File: config.mk
export PLATFORM = sky130hd
export DESIGN_NAME = ccr_regs
export DESIGN_NICKNAME = d
export VERILOG_FILES = /design/src/hdl/ccr_pkg.sv /design/src/hdl/ccr_regs.sv /design/src/hdl/ccr_reg_word.sv
export VERILOG_INCLUDE_DIRS = /design/src /design/src/hdl
export SDC_FILE = /design/constraint.sdc
export NUM_CORES = 1
export LEC_CHECK = 0
export ABC_AREA = 0
export BUFFER_PORTS_ARGS = -buffer_cell sky130_fd_sc_hd__buf_2
export CORE_MARGIN = 3
export CORE_UTILIZATION = 30
export DETAILED_ROUTE_END_ITERATION = 10
export GPL_TIMING_DRIVEN = 0
export SETUP_SLACK_MARGIN = 0.05
export SLEW_MARGIN = 10
export SYNTH_ARGS = -nofsm -noshare
export SYNTH_HDL_FRONTEND = slang
export SYNTH_SLANG_ARGS = --single-unit
File: constraint.sdc
create_clock -name clk_i -period 4.6 [get_ports clk_i]
set_input_delay 0.69 -clock clk_i [delete_from_list [all_inputs] [get_ports clk_i]]
set_output_delay 0.69 -clock clk_i [all_outputs]
set_load 0.02 [all_outputs]
File: src/hdl/ccr_defines.svh
// Offsets, field positions and reset values of the channel settings bank.
`ifndef CCR_DEFINES_SVH
`define CCR_DEFINES_SVH
// ****************************************************************
// Register indices; byte address is four times the index.
// ****************************************************************
`define CCR_IDX_C0_OFS_HI 5'h0a
`define CCR_IDX_C0_OFS_LO 5'h0b
`define CCR_IDX_C0_GAIN_HI 5'h0c
`define CCR_IDX_C0_GAIN_LO 5'h0d
`define CCR_IDX_C1_SET 5'h0e
`define CCR_IDX_C1_OFS_HI 5'h0f
`define CCR_IDX_C1_OFS_LO 5'h10
// ****************************************************************
// Field positions and reset values.
// ****************************************************************
`define CCR_LO_FIELD_MSB 15
`define CCR_LO_FIELD_LSB 8
`define CCR_DELAY_MSB 15
`define CCR_DELAY_LSB 6
`define CCR_DCOFF_BIT 2
`define CCR_SEL_MSB 1
`define CCR_SEL_LSB 0
`define CCR_RST_ZERO 16'h0000
`define CCR_RST_GAIN_HI 16'h8000
`define CCR_MASK_LO 16'hff00
`define CCR_MASK_SET 16'hffc7
`endif

File: src/hdl/ccr_pkg.sv
// Types shared by the channel settings bank.
package ccr_pkg;
    typedef enum logic [1:0] {
        CCR_SEL_NORMAL = 2'b00,
        CCR_SEL_SHORT = 2'b01,
        CCR_SEL_TEST_POS = 2'b10,
        CCR_SEL_TEST_NEG = 2'b11
    } ccr_input_sel_type;
    typedef enum logic [0:0] {
        CCR_BUS_IDLE = 1'b0,
        CCR_BUS_DATA = 1'b1
    } ccr_bus_state_type;
endpackage : ccr_pkg

File: src/hdl/ccr_regs.sv
// Channel offset, gain and settings registers behind an AHB-Lite slave.
`timescale 1ns/1ns
`include "ccr_defines.svh"
module ccr_regs
    import ccr_pkg::*;
#(
    parameter int NREG = 7
) (
    input wire logic clk_i,
    input wire logic resetn_i,
    input wire logic hsel_i,
    input wire logic [31:0] haddr_i,
    input wire logic [1:0] htrans_i,
    input wire logic hwrite_i,
    input wire logic [2:0] hsize_i,
    input wire logic [31:0] hwdata_i,
    input wire logic hready_i,
    output logic [31:0] hrdata_o,
    output logic hreadyout_o,
    output logic hresp_o,
    output logic [23:0] chan0_offset_o,
    output logic [23:0] chan0_gain_o,
    output logic [23:0] chan1_offset_o,
    output logic signed [9:0] chan1_delay_count_o,
    output logic chan1_dc_filter_off_o,
    input wire logic global_dc_filter_setting_i,
    output logic chan1_dc_filter_active_o,
    output logic [1:0] chan1_input_select_o
);
    // ****************************************************************
    // Register index table.
    // ****************************************************************
    localparam logic [4:0] IDX [NREG] = '{`CCR_IDX_C0_OFS_HI,
        `CCR_IDX_C0_OFS_LO, `CCR_IDX_C0_GAIN_HI, `CCR_IDX_C0_GAIN_LO,
        `CCR_IDX_C1_SET, `CCR_IDX_C1_OFS_HI, `CCR_IDX_C1_OFS_LO};
    localparam logic [15:0] RST [NREG] = '{`CCR_RST_ZERO, `CCR_RST_ZERO,
        `CCR_RST_GAIN_HI, `CCR_RST_ZERO, `CCR_RST_ZERO, `CCR_RST_ZERO,
        `CCR_RST_ZERO};
    localparam logic [15:0] MSK [NREG] = '{16'hffff, `CCR_MASK_LO,
        16'hffff, `CCR_MASK_LO, `CCR_MASK_SET, 16'hffff, `CCR_MASK_LO};

    // ****************************************************************
    // Address phase capture.
    // ****************************************************************
    ccr_bus_state_type state_q;
    logic wr_q;
    logic [4:0] idx_q;
    logic [NREG-1:0] hit;
    logic [NREG-1:0] we;
    logic [15:0] q [NREG];
    logic [15:0] rd_mux;
    logic take;
    logic map_a;
    logic map_q;

    assign take = hsel_i && hready_i && htrans_i[1];
    assign map_a = (haddr_i[31:7] == 25'h000_0000);
    assign hreadyout_o = 1'b1;
    assign hresp_o = 1'b0;

    always_ff @(posedge clk_i) begin
        if (!resetn_i) begin
            state_q <= CCR_BUS_IDLE;
            wr_q <= 1'b0;
            idx_q <= 5'h0_0;
            map_q <= 1'b0;
        end else if (hready_i) begin
            state_q <= take ? CCR_BUS_DATA : CCR_BUS_IDLE;
            wr_q <= take && hwrite_i && map_a;
            idx_q <= haddr_i[6:2];
            map_q <= map_a;
        end
    end

    // ****************************************************************
    // Register words; reserved bits are masked to zero.
    // ****************************************************************
    genvar g;
    generate
        for (g = 0; g < NREG; g++) begin : g_reg
            assign hit[g] = map_q && (idx_q == IDX[g]);
            assign we[g] = wr_q && hit[g];
            ccr_reg_word #(
                .RESET_VAL(RST[g]),
                .WR_MASK(MSK[g])
            ) u_word (
                .clk_i(clk_i),
                .resetn_i(resetn_i),
                .we_i(we[g]),
                .wdata_i(hwdata_i[15:0]),
                .q_o(q[g])
            );
        end
    endgenerate

    always_comb begin
        rd_mux = 16'h0000;
        for (int i = 0; i < NREG; i++) begin
            if (hit[i]) begin
                rd_mux = q[i];
            end
        end
    end

    // Read data is registered on the address phase for the data phase.
    // A write to that register landing on the same edge is passed through with its write mask applied.
    logic [NREG-1:0] hit_a;
    generate
        for (g = 0; g < NREG; g++) begin : g_hita
            assign hit_a[g] = map_a && (haddr_i[6:2] == IDX[g]);
        end
    endgenerate

    always_ff @(posedge clk_i) begin
        if (!resetn_i) begin
            hrdata_o <= 32'h0000_0000;
        end else if (take && !hwrite_i) begin
            hrdata_o <= 32'h0000_0000;
            for (int i = 0; i < NREG; i++) begin
                if (hit_a[i] && we[i]) begin
                    hrdata_o <= {16'h0000, (hwdata_i[15:0] & MSK[i])};
                end else if (hit_a[i]) begin
                    hrdata_o <= {16'h0000, q[i]};
                end
            end
        end
    end

    // ****************************************************************
    // Assembled correction words and settings fields.
    // ****************************************************************
    always_ff @(posedge clk_i) begin
        if (!resetn_i) begin
            chan0_offset_o <= 24'h00_0000;
            chan0_gain_o <= {`CCR_RST_GAIN_HI, 8'h00};
            chan1_offset_o <= 24'h00_0000;
        end else begin
            chan0_offset_o <= {q[0], q[1][15:8]};
            chan0_gain_o <= {q[2], q[3][15:8]};
            chan1_offset_o <= {q[5], q[6][15:8]};
        end
    end

    always_ff @(posedge clk_i) begin
        if (!resetn_i) begin
            chan1_delay_count_o <= 10'sh000;
            chan1_dc_filter_off_o <= 1'b0;
            chan1_dc_filter_active_o <= 1'b0;
            chan1_input_select_o <= CCR_SEL_NORMAL;
        end else begin
            chan1_delay_count_o <= q[4][15:6];
            chan1_dc_filter_off_o <= q[4][2];
            chan1_dc_filter_active_o <= !q[4][2] &&
                global_dc_filter_setting_i;
            chan1_input_select_o <= q[4][1:0];
        end
    end

    // ****************************************************************
    // Reset value assertions.
    // ****************************************************************
    AST_GAIN_RESET: assert property (@(posedge clk_i)
        $rose(resetn_i) |-> q[2] == 16'h8000 && q[0] == 16'h0000)
        else $error("gain upper reset value wrong");
    AST_RST_OFS: assert property (@(posedge clk_i)
        $rose(resetn_i) |-> q[0] == `CCR_RST_ZERO && q[1] == `CCR_RST_ZERO
        && q[5] == `CCR_RST_ZERO && q[6] == `CCR_RST_ZERO)
        else $error("offset registers not cleared by reset");
    AST_RST_GLO: assert property (@(posedge clk_i)
        $rose(resetn_i) |-> q[3] == `CCR_RST_ZERO)
        else $error("lower gain register not cleared by reset");
    AST_RST_SET: assert property (@(posedge clk_i)
        $rose(resetn_i) |-> q[4] == `CCR_RST_ZERO)
        else $error("settings register not cleared by reset");
    AST_RST_WORDS: assert property (@(posedge clk_i)
        $rose(resetn_i) |-> chan0_gain_o == 24'h80_0000
        && chan0_offset_o == 24'h00_0000 && chan1_offset_o == 24'h00_0000)
        else $error("correction words wrong after reset");
    AST_RST_FIELDS: assert property (@(posedge clk_i)
        $rose(resetn_i) |-> chan1_delay_count_o == 10'sh000
        && !chan1_dc_filter_off_o && chan1_input_select_o == CCR_SEL_NORMAL)
        else $error("settings fields wrong after reset");
    generate
        for (g = 0; g < NREG; g++) begin : g_rst_chk
            AST_WORD_RESET: assert property (@(posedge clk_i)
                $rose(resetn_i) |-> q[g] == RST[g])
                else $error("register word wrong after reset");
        end
    endgenerate

    // ****************************************************************
    // Reserved bit and read path assertions.
    // ****************************************************************
    AST_LO_RESERVED: assert property (@(posedge clk_i)
        disable iff (!resetn_i)
        q[1][7:0] == 8'h00 && q[3][7:0] == 8'h00 && q[6][7:0] == 8'h00)
        else $error("reserved low byte not zero");
    AST_SET_RESERVED: assert property (@(posedge clk_i)
        disable iff (!resetn_i) q[4][5:3] == 3'b000)
        else $error("reserved settings bits not zero");
    AST_RD_DATA: assert property (@(posedge clk_i)
        disable iff (!resetn_i)
        (state_q == CCR_BUS_DATA && !wr_q)
        |-> hrdata_o == {16'h0000, rd_mux})
        else $error("read data differs from the addressed register");
    AST_RD_HOLD: assert property (@(posedge clk_i)
        (resetn_i && !(take && !hwrite_i)) |=> $stable(hrdata_o))
        else $error("read data changed outside a read");

    // ****************************************************************
    // Register write assertions.
    // ****************************************************************
    AST_WRITE_SET: assert property (@(posedge clk_i)
        disable iff (!resetn_i)
        we[4] |=> q[4] == ($past(hwdata_i[15:0]) & `CCR_MASK_SET))
        else $error("settings write lost");
    AST_OFS_ADDR: assert property (@(posedge clk_i)
        disable iff (!resetn_i)
        (wr_q && idx_q == `CCR_IDX_C0_OFS_HI)
        |=> q[0] == $past(hwdata_i[15:0]))
        else $error("offset at index Ah not written");
    AST_LO_WRITE: assert property (@(posedge clk_i)
        disable iff (!resetn_i)
        we[1] |=> q[1][15:8] == $past(hwdata_i[15:8]))
        else $error("lower offset write lost");
    AST_GLO_WRITE: assert property (@(posedge clk_i)
        disable iff (!resetn_i)
        we[3] |=> q[3][15:8] == $past(hwdata_i[15:8]))
        else $error("lower gain write lost");
    AST_HI_WRITE: assert property (@(posedge clk_i)
        disable iff (!resetn_i)
        we[0] |=> q[0] == $past(hwdata_i[15:0]))
        else $error("upper offset write lost");
    AST_GHI_WRITE: assert property (@(posedge clk_i)
        disable iff (!resetn_i)
        we[2] |=> q[2] == $past(hwdata_i[15:0]))
        else $error("upper gain write lost");
    AST_OFS1_HI: assert property (@(posedge clk_i)
        disable iff (!resetn_i)
        we[5] |=> q[5] == $past(hwdata_i[15:0]))
        else $error("chan1 upper offset write lost");
    AST_OFS1_LO: assert property (@(posedge clk_i)
        disable iff (!resetn_i)
        we[6] |=> q[6][15:8] == $past(hwdata_i[15:8]))
        else $error("chan1 lower offset write lost");
    AST_UNMAPPED: assert property (@(posedge clk_i)
        disable iff (!resetn_i)
        (take && hwrite_i && !map_a) |=> we == {NREG{1'b0}})
        else $error("write outside the bank reached a register");
    AST_WR_PHASE: assert property (@(posedge clk_i)
        (resetn_i && take && hwrite_i && map_a)
        |=> wr_q && state_q == CCR_BUS_DATA)
        else $error("write data phase not entered");
    generate
        for (g = 0; g < NREG; g++) begin : g_wr_chk
            AST_WORD_WRITE: assert property (@(posedge clk_i)
                (resetn_i && we[g])
                |=> q[g] == ($past(hwdata_i[15:0]) & MSK[g]))
                else $error("register word write lost");
            AST_WORD_HOLD: assert property (@(posedge clk_i)
                (resetn_i && !we[g]) |=> $stable(q[g]))
                else $error("register word changed without a write");
        end
    endgenerate

    // ****************************************************************
    // Output field assertions.
    // ****************************************************************
    AST_OFS0_WORD: assert property (@(posedge clk_i)
        disable iff (!resetn_i)
        resetn_i |=> chan0_offset_o == {$past(q[0]), $past(q[1][15:8])})
        else $error("offset word mismatch");
    AST_GAIN_WORD: assert property (@(posedge clk_i)
        disable iff (!resetn_i)
        resetn_i |=> chan0_gain_o == {$past(q[2]), $past(q[3][15:8])})
        else $error("gain word mismatch");
    AST_OFS1_WORD: assert property (@(posedge clk_i)
        disable iff (!resetn_i)
        resetn_i |=> chan1_offset_o == {$past(q[5]), $past(q[6][15:8])})
        else $error("chan1 offset mismatch");
    AST_DELAY: assert property (@(posedge clk_i)
        disable iff (!resetn_i)
        we[4] |=> ##1 chan1_delay_count_o == $past(hwdata_i[15:6], 2))
        else $error("delay field wrong");
    AST_DCOFF: assert property (@(posedge clk_i)
        disable iff (!resetn_i)
        chan1_dc_filter_off_o |-> !chan1_dc_filter_active_o)
        else $error("dc filter not disabled");
    AST_SEL: assert property (@(posedge clk_i)
        disable iff (!resetn_i)
        we[4] |=> ##1 chan1_input_select_o == $past(hwdata_i[1:0], 2))
        else $error("input select wrong");
    AST_DCACT: assert property (@(posedge clk_i)
        disable iff (!resetn_i)
        resetn_i |=> chan1_dc_filter_active_o
        == (!$past(q[4][2]) && $past(global_dc_filter_setting_i)))
        else $error("dc filter global control wrong");
    AST_DCOFF_FIELD: assert property (@(posedge clk_i)
        disable iff (!resetn_i)
        we[4] |=> ##1 chan1_dc_filter_off_o == $past(hwdata_i[2], 2))
        else $error("dc filter disable bit wrong");
endmodule : ccr_regs

File: src/hdl/ccr_reg_word.sv
// One 16-bit settings register with write mask and reset value.
`timescale 1ns/1ns
module ccr_reg_word #(
    parameter logic [15:0] RESET_VAL = 16'h0000,
    parameter logic [15:0] WR_MASK = 16'hffff
) (
    input wire logic clk_i,
    input wire logic resetn_i,
    input wire logic we_i,
    input wire logic [15:0] wdata_i,
    output logic [15:0] q_o
);
    always_ff @(posedge clk_i) begin
        if (!resetn_i) begin
            q_o <= RESET_VAL;
        end else if (we_i) begin
            q_o <= wdata_i & WR_MASK;
        end
    end
endmodule : ccr_reg_word

==> flow_summary.rst <==
.. list-table::
   :header-rows: 1

   * - Metric
     - Value
   * - Run status
     - complete, no violations
   * - Global route total overflow
     - 0
   * - Crit end category
     - flip-flop
   * - Setup Crit Path Kind
     - input pin to flip-flop
   * - Slew Limit Fails
     - 0
   * - Setup violations, final
     - 0
   * - Hold_buf cts
     - 0
   * - Total core area
     - 24500 um2
   * - Largest net degree at the start of global routing
     - 17
   * - Post-synthesis cell type count
     - 55
   * - Antenna violations before repair
     - 1
   * - Top Ports
     - 195
   * - Worst-margin pin slew
     - 0.672 ns
   * - Post-Route Setup TNS
     - 0 ns
   * - Fin crit period
     - 2.56 ns
   * - Number of flip-flops and latches in the synthesized netlist
     - 194
   * - Endpoint arrival time on the critical path
     - 2.93 ns
   * - Horizontal die dimension
     - 165 um
   * - CTS tree
     - built
   * - YS warnings
     - 0
   * - CP peak stage delay
     - 0.47 ns
   * - Cell Rows
     - 57
   * - Clock transition at the registers of the reported paths
     - 0.07 ns
   * - Insertion delay to the later sink of the worst-skew pair
     - 0.44 ns
   * - CTS max path bufs
     - 2
   * - Drt via density
     - 4.67
   * - P per Cell Area
     - 366 nW/um2
   * - Routed Antenna Nets
     - 0
   * - Detail-routed net length per standard cell
     - 18.2 um
   * - Detailed-placement wirelength estimate
     - 17.4 mm
   * - DRC violations left
     - 0
   * - Final cycle utilization of the critical path
     - 55.7%
   * - Vertical die dimension
     - 165 um
   * - DR vias
     - 5901
   * - Count of flip-flops with a built-in enable after synthesis
     - 0
   * - Global-route wire length before repair
     - 34.4 mm
   * - Fraction of layout instances using a drive strength above 1
     - 24.1%
   * - Crit path max-delay cell type
     - o22ai_1
   * - Post-synthesis instance area
     - 7560 um2
   * - Most prevalent standard cell on the critical path
     - buf_2
   * - # Max-Cap Violations
     - 0
   * - Kind of path behind the tightest hold check
     - flip-flop to flip-flop
   * - Most common library cell in the layout ignoring fill and taps
     - dfxtp_1
   * - Worst slack at placement
     - 1.65 ns
   * - First-pass iteration count of the detailed router
     - 5
   * - Hold Vio Cnt, Final
     - 0
   * - Headroom to the max-slew limit
     - 55.2%
   * - Total leakage power
     - 4.03 nW
   * - Share of flip-flops with an asynchronous set or reset
     - 0%
   * - Syn Area/Cell
     - 10.2 um2
   * - Gate count of the mapped netlist
     - 740
   * - Area Growth Syn to Fin
     - 24.5%
   * - Starting utilization of the core area
     - 30.8%
   * - Count of port buffers added during placement
     - 153
   * - H-tree level count
     - 4
   * - Clock tree skew after final layout
     - 0.00913 ns
   * - Worst IR drop on VDD
     - 0.202 mV
   * - Chain of cells forming the critical path
     - buf_2, nor4_1, and4_1, buf_2, buf_2, nand4_1, o22ai_1, o221ai_1, nor2_1
   * - Total global routing track utilization
     - 17.0%
   * - Top flip-flop cell by instance count after synthesis
     - dfxtp_1
   * - Maximum fanout count along the critical path
     - 10
   * - Detailed router's first-iteration violation count
     - 435
   * - Max frequency
     - 390 MHz
   * - ANT cells
     - 0
   * - Layout net count
     - 1003
   * - Root Buffer Master
     - clkbuf_16
   * - Post-cts repair resize count
     - 0
   * - Vias in the first global route
     - 5855
   * - Required arrival time at the worst endpoint
     - 4.97 ns
   * - Sequential share of the synthesized area
     - 51.4%
   * - RSZ-0062 raised after global routing
     - false
   * - Leading cell types in the layout, fill and taps excluded
     - dfxtp_1, buf_2, and2_1
   * - Drt total wl
     - 23.0 mm
   * - CTS sink cnt
     - 194
   * - Launching element type of the critical path
     - input pin
   * - Number of filler cells placed in the layout
     - 2518
   * - Number of buffers inserted by post-CTS setup repair
     - 0
   * - Smallest setup slack after layout
     - 2.04 ns
   * - Area of the die
     - 27100 um2
   * - Routability Congestion
     - 0.898
   * - Total CTS buffers
     - 17
[cells in the mapped netlist (all sizes together) (2+ instances only)]
library cell / n / area (um2)
a211oi: 6 / 45.0
a21boi: 15 / 113
a21oi: 15 / 75.1
a22oi: 2 / 15.0
a311o: 2 / 20.0
a311oi: 6 / 77.6
and2: 87 / 544
and2b: 4 / 30.0
and3: 12 / 75.1
and4: 3 / 26.3
and4b: 2 / 20.0
buf: 34 / 239
clkbuf: 33 / 126
conb: 2 / 7.51
dfxtp: 194 / 3880
inv: 5 / 18.8
mux2i: 77 / 771
nand2: 23 / 86.3
nand2b: 5 / 31.3
nand3: 11 / 55.1
nand4: 7 / 43.8
nand4b: 3 / 41.3
nor2: 18 / 67.6
nor2b: 79 / 494
nor3: 11 / 76.3
nor3b: 2 / 15.0
nor4: 7 / 43.8
o211ai: 2 / 15.0
o21a: 10 / 75.1
o21ai: 16 / 80.1
o221a: 2 / 22.5
o221ai: 6 / 52.6
o22ai: 22 / 138
o31ai: 7 / 52.6
or2: 2 / 12.5
[where the power goes]
group	switching, mW	internal, mW	total (mW)
Sequential	0.00470	1.68	1.69
Clock	0.662	0.929	1.59
Combinational	0.109	0.0614	0.170
[kinds of logic (layout without fill, tap and decap cells)]
| family | count (synthesis) | count (layout) | share of synthesized area, % |
|---|---|---|---|
| buffers and inverters | 72 | 256 | 5.08 |
| DFF | 194 | 194 | 51.4 |
| AOI/OAI and AO/OA | 117 | 117 | 11.0 |
| other | 2 | 18 | 0.0993 |
| and+or+nand+nor | 278 | 278 | 22.2 |
| muxes | 77 | 77 | 10.2 |
[stage by stage]
stage / area [um2] / instances / util [%] / power, mW / hold slack (ns)
2_1_floorplan: 7620 / 756 / - / 1.82 / 0.402
3_3_place_gp: 8790 / 1233 / 35.8 / 1.89 / 0.442
3_5_place_dp: 8790 / 1233 / 35.8 / 1.90 / 0.444
4_1_cts: 9410 / 1264 / 38.4 / 3.48 / 0.450
5_1_grt: 9410 / 1264 / 38.4 / 3.55 / 0.467
6_report: 9410 / 1264 / 38.4 / 3.45 / 0.462
[per-layer routing]
metal	up-vias	GRT usage (%)	part of all wire [%]
met2	219	25.4	44
met3	35	3.86	6.2
li1	2904	-	-
met5	-	0	0.030
met4	2	7.36	2.8
met1	2741	23.5	47
[cell type report]
type                    instances  area (um2)  area share [%]
repair buffers                153         766            8.13
clock inverters                11         176            1.87
multi-input cells             490        3350            35.6
plain buffers                  67         365            3.88
flip-flops and latches        194        3880            41.3
well taps                     324         405            4.31
clock buffers                  20         447            4.74
inverters                       5        18.8           0.199
[final timing paths]
path / startpoint / to / slack, ns / cells past startpoint
worst max-delay path: haddr_i[20] / hrdata_o[12] / 2.04 / 9
worst min-delay path: g_reg[5].u_word.q_o[2] / chan1_offset_o[10] / 0.46 / 1
worst min register to register: g_reg[5].u_word.q_o[2] / chan1_offset_o[10] / 0.46 / 1
worst max register to register: map_q / hrdata_o[13] / 2.07 / 7
[registers in the layout, summed over array words and instances, names as in the netlist]
signal                    count
g.u_word.q_o                 85
chan0_gain_o                 24
chan0_offset_o               24
chan1_offset_o               24
hrdata_o                     16
chan1_delay_count_o          10
idx_q                         5
chan1_input_select_o          2
chan1_dc_filter_active_o      1
chan1_dc_filter_off_o         1
map_q                         1
wr_q                          1
[critical path: cells and delay by family]
family	cells	cell delay, ns
buf+inv	3	0.56
simple gates	4	1.02
compound gates	2	0.66
Note: power is estimated with default switching activity, not from simulation.
